$ cat config.mk
export PLATFORM = sky130hd
export DESIGN_NAME = seq_break_unit
export DESIGN_NICKNAME = d
export VERILOG_FILES = /design/src/logic/seq_break_pkg.sv /design/src/logic/seq_break_unit.sv /design/src/logic/trace_ring.sv
export VERILOG_INCLUDE_DIRS = /design/src /design/src/logic
export SDC_FILE = /design/constraint.sdc
export NUM_CORES = 2
export LEC_CHECK = 0
export BUFFER_PORTS_ARGS = -buffer_cell sky130_fd_sc_hd__buf_2
export CAP_MARGIN = 20
export CORE_ASPECT_RATIO = 0.7
export CORE_MARGIN = 1.5
export CORE_UTILIZATION = 50
export CTS_CLUSTER_DIAMETER = 120
export DETAILED_ROUTE_END_ITERATION = 8
export MAX_ROUTING_LAYER = met4
export PLACE_DENSITY = 0.8
export SLEW_MARGIN = 10
export SYNTH_ARGS = -nofsm -noshare
export SYNTH_HDL_FRONTEND = slang
export SYNTH_SLANG_ARGS = --single-unit
$ cat constraint.sdc
create_clock -name clk_sys -period 8.8 [get_ports clk_sys]
set_input_delay 1.76 -clock clk_sys [delete_from_list [all_inputs] [get_ports clk_sys]]
set_output_delay 1.76 -clock clk_sys [all_outputs]
set_load 0.005 [all_outputs]
$ cat src/logic/seq_break_defines.svh
// Constants for the sequential break and trace unit
`ifndef SEQ_BREAK_DEFINES_SVH
`define SEQ_BREAK_DEFINES_SVH

// ****************************************************************
// Channel layout
// ****************************************************************
`define NUM_CH        11
`define PRQ_W         4
`define ACT_W         2
`define PRQ_NONE      4'h0
`define PRQ_FLAG      4'hC
// Chain position p holds channel bit at [p*4+:4]: 10,9,5,4,3,2,1,0
`define CHAIN_ORDER   32'h0123459A
`define SB_CH8_BIT    4'h7
`define SB_CH9_BIT    4'h8
`define SB_MASK       11'h180

// ****************************************************************
// Sequence bounds {start position, end position}
// ****************************************************************
`define SEQ_P2_1      6'h37
`define SEQ_P4_3      6'h25
`define SEQ_P6_5      6'h13
`define SEQ_P11_10    6'h01
`define SEQ_C3        6'h2F
`define SEQ_C4        6'h27
`define SEQ_C5        6'h1F
`define SEQ_C6        6'h17
`define SEQ_C10       6'h0F
`define SEQ_C11       6'h07

// ****************************************************************
// Trace store
// ****************************************************************
`define TRACE_DEPTH   8
`define ADDR_W        32
`define BR_TYPE_W     4
`define BR_MST_W      2
`define ASID_W        8
`define CYC_W         2
`define BR_REC_W      70
`define ACC_REC_W     75
`define SW_REC_W      64
`define TRACE_RD_W    75

`endif

$ cat src/logic/seq_break_pkg.sv
// Types for the sequential break and trace unit
`default_nettype none
package seq_break_pkg;

   typedef enum logic [3:0] {
      CPU_SEQ_OFF   = 4'h0,
      CPU_SEQ_P2_1  = 4'h1,
      CPU_SEQ_P4_3  = 4'h2,
      CPU_SEQ_P6_5  = 4'h3,
      CPU_SEQ_P11_10 = 4'h4,
      CPU_SEQ_C3    = 4'h5,
      CPU_SEQ_C4    = 4'h6,
      CPU_SEQ_C5    = 4'h7,
      CPU_SEQ_C6    = 4'h8,
      CPU_SEQ_C10   = 4'h9,
      CPU_SEQ_C11   = 4'hA
   } cpu_seq_t;

   typedef enum logic [1:0] {
      SB_SEQ_OFF    = 2'h0,
      SB_SEQ_9_8    = 2'h1,
      SB_SEQ_8_9    = 2'h2
   } sb_seq_t;

   typedef enum logic [1:0] {
      FLAG_KEEP     = 2'h0,
      FLAG_SET      = 2'h1,
      FLAG_CLEAR    = 2'h2
   } flag_act_t;

   typedef enum logic [1:0] {
      RW_NONE       = 2'h0,
      RW_READ       = 2'h1,
      RW_WRITE      = 2'h2,
      RW_BOTH       = 2'h3
   } rw_sel_t;

   typedef enum logic [1:0] {
      TSEL_BRANCH   = 2'h0,
      TSEL_RANGE    = 2'h1,
      TSEL_SOFT     = 2'h2
   } trace_sel_t;

endpackage

`default_nettype wire

$ cat src/logic/seq_break_unit.sv
// Sequential break sequencer with internal trace store
`timescale 1ns/100ps
`default_nettype none
`include "seq_break_defines.svh"

module seq_break_unit
   import seq_break_pkg::*;
(
   input  wire logic                          clk_sys,
   input  wire logic                          nrst,
   input  wire logic [`NUM_CH-1:0]            ch_match,
   input  wire cpu_seq_t                      cpu_seq,
   input  wire logic                          cpu_free_order_mode,
   input  wire sb_seq_t                       sb_seq,
   input  wire logic                          sysbus_free_order_mode,
   input  wire logic [`NUM_CH*`PRQ_W-1:0]     ch_prereq,
   input  wire logic [`NUM_CH*`ACT_W-1:0]     ch_flag_act,
   input  wire logic                          branch_trace_channel,
   input  wire logic                          br_valid,
   input  wire logic [`ADDR_W-1:0]            br_src,
   input  wire logic [`ADDR_W-1:0]            br_dst,
   input  wire logic [`BR_TYPE_W-1:0]         br_type,
   input  wire logic [`BR_MST_W-1:0]          br_master,
   input  wire logic                          range_trace_en,
   input  wire logic [`ADDR_W-1:0]            range_lo,
   input  wire logic [`ADDR_W-1:0]            range_hi,
   input  wire rw_sel_t                       range_rw_sel,
   input  wire logic                          range_asid_en,
   input  wire logic [`ASID_W-1:0]            range_asid,
   input  wire logic                          range_cyc_en,
   input  wire logic [`CYC_W-1:0]             range_cyc,
   input  wire logic                          acc_valid,
   input  wire logic [`ADDR_W-1:0]            acc_addr,
   input  wire logic [`ADDR_W-1:0]            acc_data,
   input  wire logic                          acc_write,
   input  wire logic [`ASID_W-1:0]            acc_asid,
   input  wire logic [`CYC_W-1:0]             acc_cyc,
   input  wire logic                          sw_trace_en,
   input  wire logic                          sw_valid,
   input  wire logic [`ADDR_W-1:0]            sw_pc,
   input  wire logic [`ADDR_W-1:0]            sw_value,
   input  wire trace_sel_t                    trace_rd_sel,
   input  wire logic [2:0]                    trace_rd_idx,
   output logic                               halt_req,
   output logic                               seq_match_flag,
   output logic [`TRACE_RD_W-1:0]             trace_rd_data,
   output logic [3:0]                         trace_rd_count
);

   // ****************************************************************
   // Fixed CPU sequences
   // ****************************************************************
   localparam logic [31:0] CHAIN = `CHAIN_ORDER;

   function automatic logic [5:0] seq_bounds(input cpu_seq_t m);
      unique case (m)
         CPU_SEQ_P2_1:   seq_bounds = `SEQ_P2_1;
         CPU_SEQ_P4_3:   seq_bounds = `SEQ_P4_3;
         CPU_SEQ_P6_5:   seq_bounds = `SEQ_P6_5;
         CPU_SEQ_P11_10: seq_bounds = `SEQ_P11_10;
         CPU_SEQ_C3:     seq_bounds = `SEQ_C3;
         CPU_SEQ_C4:     seq_bounds = `SEQ_C4;
         CPU_SEQ_C5:     seq_bounds = `SEQ_C5;
         CPU_SEQ_C6:     seq_bounds = `SEQ_C6;
         CPU_SEQ_C10:    seq_bounds = `SEQ_C10;
         CPU_SEQ_C11:    seq_bounds = `SEQ_C11;
         default:        seq_bounds = 6'h00;
      endcase
   endfunction

   logic [2:0]  seq_step;
   cpu_seq_t    last_cpu_seq;
   wire         halt_now;
   wire  [5:0]  bounds    = seq_bounds(cpu_seq);
   wire  [2:0]  seq_start = bounds[5:3];
   wire  [2:0]  seq_end   = bounds[2:0];
   wire  [2:0]  seq_pos   = 3'(seq_start + seq_step);
   wire  [3:0]  pos_ch    = CHAIN[{seq_pos, 2'b00} +: 4];
   wire         cpu_on    = (cpu_seq != CPU_SEQ_OFF) && !cpu_free_order_mode;
   wire         pos_hit   = cpu_on && ch_match[pos_ch];
   wire         seq_last  = (seq_pos == seq_end) && (cpu_seq == last_cpu_seq);
   wire         cpu_hit   = pos_hit && seq_last;
   wire         cpu_restart = halt_now || (cpu_seq != last_cpu_seq);
   wire  [2:0]  next_seq_step = cpu_restart ? 3'h0 :
                               pos_hit ? 3'(seq_step + 1'b1) : seq_step;

   always_ff @(posedge clk_sys or negedge nrst) begin
      if (!nrst) begin
         seq_step     <= 3'h0;
         last_cpu_seq <= CPU_SEQ_OFF;
      end else begin
         seq_step     <= next_seq_step;
         last_cpu_seq <= cpu_seq;
      end
   end

   // ****************************************************************
   // System-bus sequences
   // ****************************************************************
   logic        sb_first;
   sb_seq_t     last_sb_seq;
   wire         sb_on     = (sb_seq != SB_SEQ_OFF) && !sysbus_free_order_mode;
   wire  [3:0]  sb_a_bit  = (sb_seq == SB_SEQ_9_8) ? `SB_CH9_BIT : `SB_CH8_BIT;
   wire  [3:0]  sb_b_bit  = (sb_seq == SB_SEQ_9_8) ? `SB_CH8_BIT : `SB_CH9_BIT;
   wire         sb_hit    = sb_on && sb_first && ch_match[sb_b_bit] &&
                            (sb_seq == last_sb_seq);
   wire         next_sb_first = (halt_now || sb_seq != last_sb_seq) ? 1'b0 :
                               (sb_first || (sb_on && ch_match[sb_a_bit]));

   always_ff @(posedge clk_sys or negedge nrst) begin
      if (!nrst) begin
         sb_first    <= 1'b0;
         last_sb_seq <= SB_SEQ_OFF;
      end else begin
         sb_first    <= next_sb_first;
         last_sb_seq <= sb_seq;
      end
   end

   // ****************************************************************
   // Free-order channels
   // ****************************************************************
   logic [`NUM_CH-1:0] seen;
   logic [`NUM_CH-1:0] ext_on;
   logic [`NUM_CH-1:0] qual;
   logic [`NUM_CH-1:0] flag_set;
   logic [`NUM_CH-1:0] flag_clr;
   logic [`NUM_CH-1:0] prq_hot [`NUM_CH];
   logic [`NUM_CH-1:0] is_prereq;
   wire  [`NUM_CH:0]   pre_vec = {seq_match_flag, seen};
   localparam logic [`NUM_CH-1:0] SB_MASK = `SB_MASK;

   for (genvar g = 0; g < `NUM_CH; g++) begin : g_ch
      wire [`PRQ_W-1:0] sel = ch_prereq[g*`PRQ_W +: `PRQ_W];
      wire flag_act_t   act = flag_act_t'(ch_flag_act[g*`ACT_W +: `ACT_W]);
      wire [`PRQ_W-1:0] sel_m1 = `PRQ_W'(sel - 1'b1);
      wire pre_ok = (sel == `PRQ_NONE) ||
                    (sel <= `PRQ_FLAG && pre_vec[sel_m1]);
      assign ext_on[g]   = SB_MASK[g] ? sysbus_free_order_mode
                                      : cpu_free_order_mode;
      assign qual[g]     = ext_on[g] && ch_match[g] && pre_ok;
      assign flag_set[g] = qual[g] && (act == FLAG_SET);
      assign flag_clr[g] = qual[g] && (act == FLAG_CLEAR);
      assign prq_hot[g]  = (ext_on[g] && sel != `PRQ_NONE &&
                            sel < `PRQ_FLAG) ?
                           `NUM_CH'(1 << sel_m1) : '0;

      prereq_gate_a: assert property (@(posedge clk_sys)
         disable iff (!nrst)
         (sel != `PRQ_NONE && sel < `PRQ_FLAG && !pre_vec[sel_m1])
         |-> !qual[g])
         else $error("match qualified without its prerequisite");

      flag_gate_a: assert property (@(posedge clk_sys)
         disable iff (!nrst)
         (sel == `PRQ_FLAG && !seq_match_flag) |-> !qual[g])
         else $error("match qualified while match flag clear");
   end

   always_comb begin
      is_prereq = '0;
      for (int j = 0; j < `NUM_CH; j++) begin
         is_prereq = is_prereq | prq_hot[j];
      end
   end

   wire ext_break = |(qual & ~is_prereq);
   assign halt_now = cpu_hit || sb_hit || ext_break;
   wire next_flag = halt_now ? 1'b0 :
                    (|flag_set) ? 1'b1 :
                    (|flag_clr) ? 1'b0 : seq_match_flag;
   wire [`NUM_CH-1:0] next_seen = halt_now ? '0 : ((seen | qual) & ext_on);

   always_ff @(posedge clk_sys or negedge nrst) begin
      if (!nrst) begin
         seen           <= '0;
         seq_match_flag <= 1'b0;
         halt_req       <= 1'b0;
      end else begin
         seen           <= next_seen;
         seq_match_flag <= next_flag;
         halt_req       <= halt_now;
      end
   end

   // ****************************************************************
   // Internal trace store
   // ****************************************************************
   wire in_win  = (acc_addr >= range_lo) && (acc_addr <= range_hi);
   wire rw_ok   = (range_rw_sel == RW_BOTH) ||
                  (range_rw_sel == RW_READ  && !acc_write) ||
                  (range_rw_sel == RW_WRITE &&  acc_write);
   wire asid_ok = !range_asid_en || (acc_asid == range_asid);
   wire cyc_ok  = !range_cyc_en  || (acc_cyc  == range_cyc);
   wire range_wr = range_trace_en && acc_valid && in_win &&
                   rw_ok && asid_ok && cyc_ok;
   wire br_wr   = branch_trace_channel && br_valid;
   wire sw_wr   = sw_trace_en && sw_valid;
   wire [`BR_REC_W-1:0]  br_rec  = {br_src, br_dst, br_type, br_master};
   wire [`ACC_REC_W-1:0] acc_rec = {acc_addr, acc_data, acc_write,
                                    acc_asid, acc_cyc};
   wire [`SW_REC_W-1:0]  sw_rec  = {sw_pc, sw_value};
   wire [`BR_REC_W-1:0]  br_rd;
   wire [`ACC_REC_W-1:0] acc_rd;
   wire [`SW_REC_W-1:0]  sw_rd;
   wire [3:0]            br_cnt;
   wire [3:0]            acc_cnt;
   wire [3:0]            sw_cnt;

   trace_ring #(.W(`BR_REC_W), .DEPTH(`TRACE_DEPTH)) u_br_ring (
      .clk_sys  (clk_sys),
      .nrst     (nrst),
      .wr_valid (br_wr),
      .wr_data  (br_rec),
      .rd_idx   (trace_rd_idx),
      .rd_data  (br_rd),
      .count    (br_cnt)
   );

   trace_ring #(.W(`ACC_REC_W), .DEPTH(`TRACE_DEPTH)) u_acc_ring (
      .clk_sys  (clk_sys),
      .nrst     (nrst),
      .wr_valid (range_wr),
      .wr_data  (acc_rec),
      .rd_idx   (trace_rd_idx),
      .rd_data  (acc_rd),
      .count    (acc_cnt)
   );

   trace_ring #(.W(`SW_REC_W), .DEPTH(`TRACE_DEPTH)) u_sw_ring (
      .clk_sys  (clk_sys),
      .nrst     (nrst),
      .wr_valid (sw_wr),
      .wr_data  (sw_rec),
      .rd_idx   (trace_rd_idx),
      .rd_data  (sw_rd),
      .count    (sw_cnt)
   );

   wire [`TRACE_RD_W-1:0] next_rd_data =
      (trace_rd_sel == TSEL_BRANCH) ? `TRACE_RD_W'(br_rd) :
      (trace_rd_sel == TSEL_RANGE)  ? acc_rd :
      (trace_rd_sel == TSEL_SOFT)   ? `TRACE_RD_W'(sw_rd) : '0;
   wire [3:0] next_rd_count =
      (trace_rd_sel == TSEL_BRANCH) ? br_cnt :
      (trace_rd_sel == TSEL_RANGE)  ? acc_cnt :
      (trace_rd_sel == TSEL_SOFT)   ? sw_cnt : 4'h0;

   always_ff @(posedge clk_sys or negedge nrst) begin
      if (!nrst) begin
         trace_rd_data  <= '0;
         trace_rd_count <= 4'h0;
      end else begin
         trace_rd_data  <= next_rd_data;
         trace_rd_count <= next_rd_count;
      end
   end

   // ****************************************************************
   // Checks
   // ****************************************************************
   pair_order_a: assert property (@(posedge clk_sys) disable iff (!nrst)
      (cpu_seq == CPU_SEQ_P2_1 && !cpu_free_order_mode && seq_step == 3'h1
       && ch_match[0] && last_cpu_seq == cpu_seq) |=> halt_req)
      else $error("pair sequence did not halt on second channel");

   chain_step_a: assert property (@(posedge clk_sys) disable iff (!nrst)
      (pos_hit && !seq_last && !halt_now && cpu_seq == last_cpu_seq)
      |=> seq_step == 3'($past(seq_step) + 1'b1))
      else $error("chain did not advance on its channel");

   sb_order_a: assert property (@(posedge clk_sys) disable iff (!nrst)
      (sb_on && !sb_first && cpu_seq == CPU_SEQ_OFF && !cpu_free_order_mode)
      |=> !halt_req)
      else $error("system bus halt without first channel");

   prereq_quiet_a: assert property (@(posedge clk_sys) disable iff (!nrst)
      halt_req |-> $past(cpu_hit || sb_hit || |(qual & ~is_prereq)))
      else $error("halt raised by prerequisite channel only");

   flag_set_a: assert property (@(posedge clk_sys) disable iff (!nrst)
      (|flag_set && !halt_now) |=> seq_match_flag)
      else $error("match flag not set by qualified match");

   flag_init_a: assert property (@(posedge clk_sys) disable iff (!nrst)
      halt_req |-> !seq_match_flag && seen == '0)
      else $error("match flag not cleared on halt");

   range_win_a: assert property (@(posedge clk_sys) disable iff (!nrst)
      range_wr |-> acc_addr >= range_lo && acc_addr <= range_hi)
      else $error("range trace outside address window");

   range_rw_a: assert property (@(posedge clk_sys) disable iff (!nrst)
      (range_wr && range_rw_sel == RW_READ) |-> !acc_write)
      else $error("write recorded in read-only range trace");

   restart_a: assert property (@(posedge clk_sys) disable iff (!nrst)
      halt_req |-> seq_step == 3'h0 && !sb_first)
      else $error("sequence progress kept after halt");

   store_depth_a: assert property (@(posedge clk_sys) disable iff (!nrst)
      br_cnt <= 4'h8 && acc_cnt <= 4'h8 && sw_cnt <= 4'h8)
      else $error("trace store above eight records");

   chain_full_c: cover property (@(posedge clk_sys) disable iff (!nrst)
      cpu_hit && cpu_seq == CPU_SEQ_C11);

   sb_hit_c: cover property (@(posedge clk_sys) disable iff (!nrst)
      sb_hit ##1 halt_req);

   ext_break_c: cover property (@(posedge clk_sys) disable iff (!nrst)
      ext_break && seq_match_flag);

   ring_wrap_c: cover property (@(posedge clk_sys) disable iff (!nrst)
      br_cnt == 4'h8 && br_wr);

endmodule // seq_break_unit

`default_nettype wire

$ cat src/logic/trace_ring.sv
// Ring store keeping the most recent trace records
`timescale 1ns/100ps
`default_nettype none

module trace_ring #(
   parameter int W     = 64,
   parameter int DEPTH = 8
) (
   input  wire logic                       clk_sys,
   input  wire logic                       nrst,
   input  wire logic                       wr_valid,
   input  wire logic [W-1:0]               wr_data,
   input  wire logic [$clog2(DEPTH)-1:0]   rd_idx,
   output logic      [W-1:0]               rd_data,
   output logic      [$clog2(DEPTH):0]     count
);
   localparam int AW = $clog2(DEPTH);

   logic [W-1:0]  mem [DEPTH];
   logic [AW-1:0] wr_ptr;
   logic [AW-1:0] rd_ptr;

   // Index 0 is the newest record
   assign rd_ptr  = AW'(wr_ptr - rd_idx - 1'b1);
   assign rd_data = mem[rd_ptr];

   always_ff @(posedge clk_sys or negedge nrst) begin
      if (!nrst) begin
         wr_ptr <= '0;
         count  <= '0;
      end else if (wr_valid) begin
         wr_ptr <= AW'(wr_ptr + 1'b1);
         if (count != (AW+1)'(DEPTH)) begin
            count <= (AW+1)'(count + 1'b1);
         end
      end
   end

   // Oldest record is overwritten once full
   always_ff @(posedge clk_sys) begin
      if (wr_valid) begin
         mem[wr_ptr] <= wr_data;
      end
   end

   ring_bound_a: assert property (@(posedge clk_sys) disable iff (!nrst)
      count <= (AW+1)'(DEPTH))
      else $error("trace ring count above depth");

endmodule // trace_ring

`default_nettype wire
## After elaboration in Yosys (flattened, before gate mapping)

Memory sizes are Yosys's and may differ from the RTL's.
Index checks and enable logic that the tools add are counted.

| cells by class | value |
|---|---|
| $lt $le $gt $ge | 38 |
| multiplexer cells | 60 |
| shift operators | 12 |
| bitwise logic cells | 14 |
| reduce and logical (&&, ||, !) cells | 154 |
| eq/ne operators | 38 |
| $add $sub $neg | 25 |

Operators by type and width:

| cell | number |
|---|---|
| two-way mux 75 bit | 2 |
| two-way mux 11 bit | 12 |
| bitwise OR 11 bit | 11 |
| left shift 1 x 4 -> 11 bit (first input constant) | 11 |
| logical AND 1 bit | 96 |
| < comparator 4 x 5 -> 1 bit (second input constant) | 14 |
| two-way mux 64 bit | 1 |
| binary-select mux 1 bit (select 4 bit) | 14 |
| nonzero test 4 bit | 12 |
| less-or-equal comparator 4 bit (second input constant) | 11 |
| zero test 4 bit | 11 |
| < comparator 4 bit (second input constant) | 11 |
| subtractor 4 x 1 -> 4 bit (second input constant) | 11 |
| OR reduction 11 bit | 3 |
| >= comparator 32 bit | 1 |
| less-or-equal comparator 32 bit | 1 |
| indexed part select 32 x 6 -> 4 bit (first input constant) | 1 |
| equality test 2 x 1 -> 1 bit (second input constant) | 14 |
| equality test 2 bit (second input constant) | 14 |
| two-way mux 1 bit | 24 |
| bitwise AND 11 bit | 2 |
| logical OR 1 bit | 20 |
| two-way mux 4 bit | 5 |
| adder 3 x 1 -> 3 bit (second input constant) | 4 |
| other kinds (18) | 35 |

| storage, ports and cells | value |
|---|---|
| memories kept | 4 |
| bits in read-only memories | 96 |
| memory bits (writable) | 1672 |
| output and inout port bits | 81 |
| register bits after elaboration | 123 |

Memory list:

| name | words | bits a word | rd ports | clocked after memory_dff | wr ports | line | source |
|---|---|---|---|---|---|---|---|
| u_acc_ring.mem | 8 | 75 | 1 | 0 | 1 | trace_ring.sv:19 | `logic [W-1:0] mem [DEPTH];` |
| u_br_ring.mem | 8 | 70 | 1 | 0 | 1 | trace_ring.sv:19 |  |
| u_sw_ring.mem | 8 | 64 | 1 | 0 | 1 | trace_ring.sv:19 |  |
| (no name shown) | 16 | 6 | 1 | 0 | 0 | seq_break_unit.sv:56 | `unique case (m)` |

## Logic depth before layout (Yosys ltp)

| logic depth | value |
|---|---|
| word-level depth | 20 |
| mapped depth | 15 |
| gate-level depth less buffers | 14 |

## Modules after synthesis

From an unflattened synthesis, not the netlist that was laid out.

| unflattened totals | value |
|---|---|
| cells, all modules | 3955 |
| area total of the unflattened synthesis | 76439.6 µm² |

Modules (own cells, without submodules):

| module | cells an instance | area an instance (µm²) | times used |
|---|---|---|---|
| trace_ring at u_acc_ring | 914 | 23233.5 | 1 |
| trace_ring at u_br_ring | 856 | 21475.6 | 1 |
| trace_ring at u_sw_ring | 785 | 19935.4 | 1 |
| seq_break_unit | 1400 | 11795.1 | 1 |

## Worst setup path after synthesis

Ideal clock, no wire load.

| path | value |
|---|---|
| kind | input to register |
| start point | in range_hi[1] |
| end point | mem u_acc_ring.mem[4][0] (netlist bit), enable pin |
| setup time | 0.695 ns |
| required time | 8.105 ns |
| arrival time | 10.974 ns |
| path buffers | 1 |
| path slack | -2.868 ns |
| cell stages on the path | 11 |
| cells stage by stage | inv_1 -> ha_1 -> nor2b_1 -> o211ai_1 -> a21oi_1 -> o311ai_0 -> nand4_1 -> a221oi_1 -> and2_1 -> clkbuf_1 -> nor4bb_1 |

| on the way | value |
|---|---|
| cells in the longest elaborated chain, start to end | 8 |

RTL lines:

| element | line | source |
|---|---|---|
| from (decl) | seq_break_unit.sv:26 | `` input wire logic [`ADDR_W-1:0] range_hi, `` |
| less-or-equal comparator 32 bit | seq_break_unit.sv:189 | `wire in_win = (acc_addr >= range_lo) && (acc_addr <= range_hi);` |
| logical AND 1 bit | seq_break_unit.sv:189 |  |
| logical AND 1 bit (2 in a row) | seq_break_unit.sv:195 | `wire range_wr = range_trace_en && acc_valid && in_win &&` |
| logical AND 1 bit (2 in a row) | seq_break_unit.sv:196 | `rw_ok && asid_ok && cyc_ok;` |
| two-way mux 1 bit | trace_ring.sv:41 | `if (wr_valid) begin` |
| two-way mux 1 bit (not written as such) | trace_ring.sv:42 | `mem[wr_ptr] <= wr_data;` |
| to (decl) | trace_ring.sv:19 |  |

Every way passes these cells.

## Worst setup path in the final report

| path | value |
|---|---|
| start point | in acc_addr[0] |
| end point | mem u_acc_ring.mem[4][32] (netlist bit), enable pin |

| on the way | value |
|---|---|
| cells in the longest elaborated chain, start to end | 8 |
| elaborated cells between the ends (all ways) | 9 |
| classes of those cells | order compare (2); mux (2); reduce/logical (5) |

RTL lines:

| element | line | source |
|---|---|---|
| from (decl) | seq_break_unit.sv:33 | `` input wire logic [`ADDR_W-1:0] acc_addr, `` |
| >= comparator 32 bit / less-or-equal comparator 32 bit (equally long branches) | seq_break_unit.sv:189 |  |
| logical AND 1 bit * | seq_break_unit.sv:189 |  |
| logical AND 1 bit * (2 in a row) | seq_break_unit.sv:195 |  |
| logical AND 1 bit * (2 in a row) | seq_break_unit.sv:196 |  |
| two-way mux 1 bit * | trace_ring.sv:41 |  |
| two-way mux 1 bit (not written as such) * | trace_ring.sv:42 |  |

Every way passes the cells marked *; elsewhere a longest branch is shown, timed or not.

==> run metrics <==
global route overflow 0; #FFs+latches synth 1795; worst-skew pair later-pin latency just under 800 ps; Gate power share ~31%; worst reg2reg path depth 7; Synth Flop Type edfxtp_1; max-cap violation count 0; R2R Setup Slk between 4000 and 5000 ps; Detailed Route Iter0 Violations approximately 5k; worst-path maximum fanout 65; Sw Ratio a little under a third; syn avg cell area between 15 and 20 µm²; GRT Overall Usage between 20% and 30%; Synth async-reset ratio roughly 7%; post-route minimum period approximately 5700 ps; final WL 199200 µm; Internal between 15000 and 20000 µW; worst slew pin tran ~1200 ps; status finished, final reports clean; Hold-fix buffers, CTS 0; Final ANT Viol Nets 0; Worst-path clk slew approximately 70 ps; Critical Path RT a little over 9000 ps; Setup crit start acc_addr[0]; Worst Hold Class reg2reg; Setup Buffers After CTS 0; Layout fillers ~11k; # IOs around 470; first-pass GRT wire length about 290000 µm; maximum vdd drop 0.0004853 V; Hold Path Origin u_sw_ring.count[3]$_DFFE_PN0P_; Sequential Power Share roughly two fifths; Placed Cells 6342; final cell count without fillers roughly 6.7k; Clock Path Buffers 3; RSZ-0062 raised after global routing false; crit path buf inv count 3; Die Span Y about 330 µm; clk root buf clkbuf_16; number of synthesized flops with an enable pin roughly 1.7k; largest net degree at the start of global routing 141; total number of vias roughly 42k; CP max stage cell nor4bb_4; switching pwr roughly 7600 µW; worst r2r dst trace_rd_data[43]$_DFF_PN0_; Crit path max-delay family compound AO/OA/AOI/OAI gates; CTS resizes 0; hold path depth 1; number of I/O port buffers 465; area leader, netlist edfxtp_1; CTS tree yes; fin crit share between 60% and 70%; Worst path depth 12; vias in the first global route 40.86k; # setup viols final 0; clock share of power between 20 and 30%; Starting Density just over 50%; Yosys top cell area share 66.76%; crit-path cells buf_2, inv_1, ha_1, nand2b_1, a21o_1, a211oi_1, o41ai_1, a21oi_1, o211ai_1, and2_1, nor4bb_4, buf_12; Fmax 0.1749 GHz; Rel. slew slack about 22%; area grow syn2layout 13.56%; pwr dens 291.3 nW/µm²; Synth Cell Area roughly 75000 µm²; Worst R2R Start u_acc_ring.wr_ptr[0]$_DFFE_PN0P_; Distinct cells, synth 93; Final nets about 5.0k; Avg WL per Cell between 20 and 30 µm; DIE WIDTH around 470 µm; top post-synthesis cells by area edfxtp_1 (67%), mux4_2 (13%), dfrtp_1 (4.1%); Ys Warns 0; crit path to u_acc_ring.mem[4][32]$_DFFE_PP_; Via density about 6.3; Post-Syn Instances a little over 4k; Crit Path Class in2reg; post-route clock skew 31.03 ps; site row count roughly 120; overall die area ~150000 µm²; DRC 0; post-DP HPWL 126300 µm; Startpoint Class input pin; Setup TNS Final 0 ps; CTS Sinks 1795; core area ~150000 µm²; critical path endpoint category flop; max-slew violations 0; CTS buffer count between 150 and 200; share of cells above drive strength 1 between 20 and 30%; Worst path max stage delay 940 ps; htree depth 4; sequential area share after synthesis between 70% and 80%; Syn Nets 4573; final hold vios 0; initial antenna violation count a little over 90; RD Place Congestion 0.9994; CP Data Arrival Time between 6000 and 7000 ps; static leakage 0.02927 µW; Detailed Routing Iterations Pass 1 6
[cell usage in the layout, fill, tap and decap left out, drive strengths merged, types with 18 or more instances in the layout]
cell,instances
a211oi,38
mux2,22
nand2,159
o21ai,93
nand2b,29
buf,544
nor2,159
clkbuf,220
xnor2,24
mux2i,177
o32a,40
nor2b,27
nor4,26
a21oi,106
clkinv,49
dfrtp,123
nand3,40
nor3,34
o22ai,18
xor2,23
mux4,444
diode,56
ha,138
edfxtp,1672
inv,140
nand4,22
[registers in the layout (all words and copies together) (netlist names), 2 cells and up]
name	count
u_br_ring.mem	560
u_acc_ring.mem	600
u_sw_ring.count	4
last_cpu_seq	4
trace_rd_data	75
trace_rd_count	4
seen	11
u_br_ring.wr_ptr	3
u_sw_ring.wr_ptr	3
u_acc_ring.wr_ptr	3
u_acc_ring.count	4
seq_step	3
u_br_ring.count	4
u_sw_ring.mem	512
last_sb_seq	2
[routing by layer]
layer / part of all wire [%] / track usage [%]
met1: 40 / 36.91
met2: 48 / 40.03
met3: 10 / 5.626
met4: 2.9 / 8.129
met5: 0 / -
[power groups by stage]
stage / Combinational, µW / Sequential [µW] / Clock [µW]
final: 7650 / 10300 / 6940
after floorplan: 5240 / 10300 / 0
after detailed placement: 7640 / 10400 / 0
after global routing: 8100 / 10300 / 7360
after global placement: 7500 / 10400 / 0
after CTS: 7730 / 10300 / 7030
[logic make-up after synthesis]
kind of cell	share of synthesized area [%]
adder cells (fa/ha/maj)	2.402
AO/OA/AOI/OAI	4.272
buffers and inverters	1.858
flip-flops	70.85
XOR/XNOR	0.5973
multiplexers	15.98
AND/OR/NAND/NOR	4.034
[stage by stage]
stage          utilization, %  setup WS, ps  hold slack [ps]  area, µm²  power, µW
6_report                57.50          3082            502.9      85400      24880
5_1_grt                 57.49          2828            527.9      85390      25770
4_1_cts                 57.40          3162            501.4      85260      25040
3_5_place_dp            53.92          2371            493.5      80080      18080
3_3_place_gp            53.92          2481            485.2      80080      17910
2_1_floorplan               -         101.8            465.8      75230      15550
[how the worst min path moves through the flow]
stage / endpoint / slack, ps
6_report: u_sw_ring.count[3]$_DFFE_PN0P_ / 500
5_1_grt: u_sw_ring.count[3]$_DFFE_PN0P_ / 530
4_1_cts: u_sw_ring.count[3]$_DFFE_PN0P_ / 500
3_5_place_dp: u_sw_ring.count[3]$_DFFE_PN0P_ / 490
3_3_place_gp: u_sw_ring.count[3]$_DFFE_PN0P_ / 490
2_1_floorplan: u_br_ring.count[3]$_DFFE_PN0P_ / 470
[synthesized netlist by cell type, types with 6 or more instances]
| cell | number |
|---|---|
| o2111ai_1 | 11 |
| nor2b_1 | 27 |
| mux2_2 | 22 |
| o31ai_1 | 10 |
| o211ai_1 | 13 |
| and2_1 | 10 |
| nand3_1 | 40 |
| o22ai_1 | 18 |
| a31oi_1 | 11 |
| clkbuf_1 | 166 |
| dfrtp_1 | 123 |
| nand4_1 | 21 |
| and4_1 | 8 |
| nor2_1 | 159 |
| xor2_1 | 23 |
| xnor2_1 | 22 |
| buf_1 | 46 |
| o21a_1 | 10 |
| a32oi_1 | 15 |
| nand2_1 | 159 |
| mux2i_1 | 177 |
| and3_1 | 14 |
| o21ai_0 | 91 |
| nor3_1 | 32 |
| inv_1 | 133 |
| or2_2 | 10 |
| edfxtp_1 | 1672 |
| a21oi_1 | 106 |
| nand2b_1 | 29 |
| a211oi_1 | 30 |
| or3b_2 | 8 |
| mux4_2 | 444 |
| o32a_1 | 40 |
| nor4_1 | 25 |
| or4_1 | 6 |
| nand3b_1 | 9 |
| nor3b_1 | 16 |
| ha_1 | 138 |
| buf_2 | 13 |
| o32ai_1 | 7 |
| a22oi_1 | 6 |
| a211oi_2 | 8 |
| a21o_1 | 11 |
[area by class of cell]
class	count	area [µm²]	area share (%)
Sequential cell	1795	53290	62.39
Multi-Input combinational cell	1889	20800	24.36
Clock buffer	220	4481	5.246
Timing Repair Buffer	544	3014	3.529
Tap cell	1980	2477	2.901
Clock inverter	68	696.9	0.8160
Inverter	134	503.0	0.5890
Antenna cell	56	140.1	0.1641
Power figures use the tool's default switching activity.
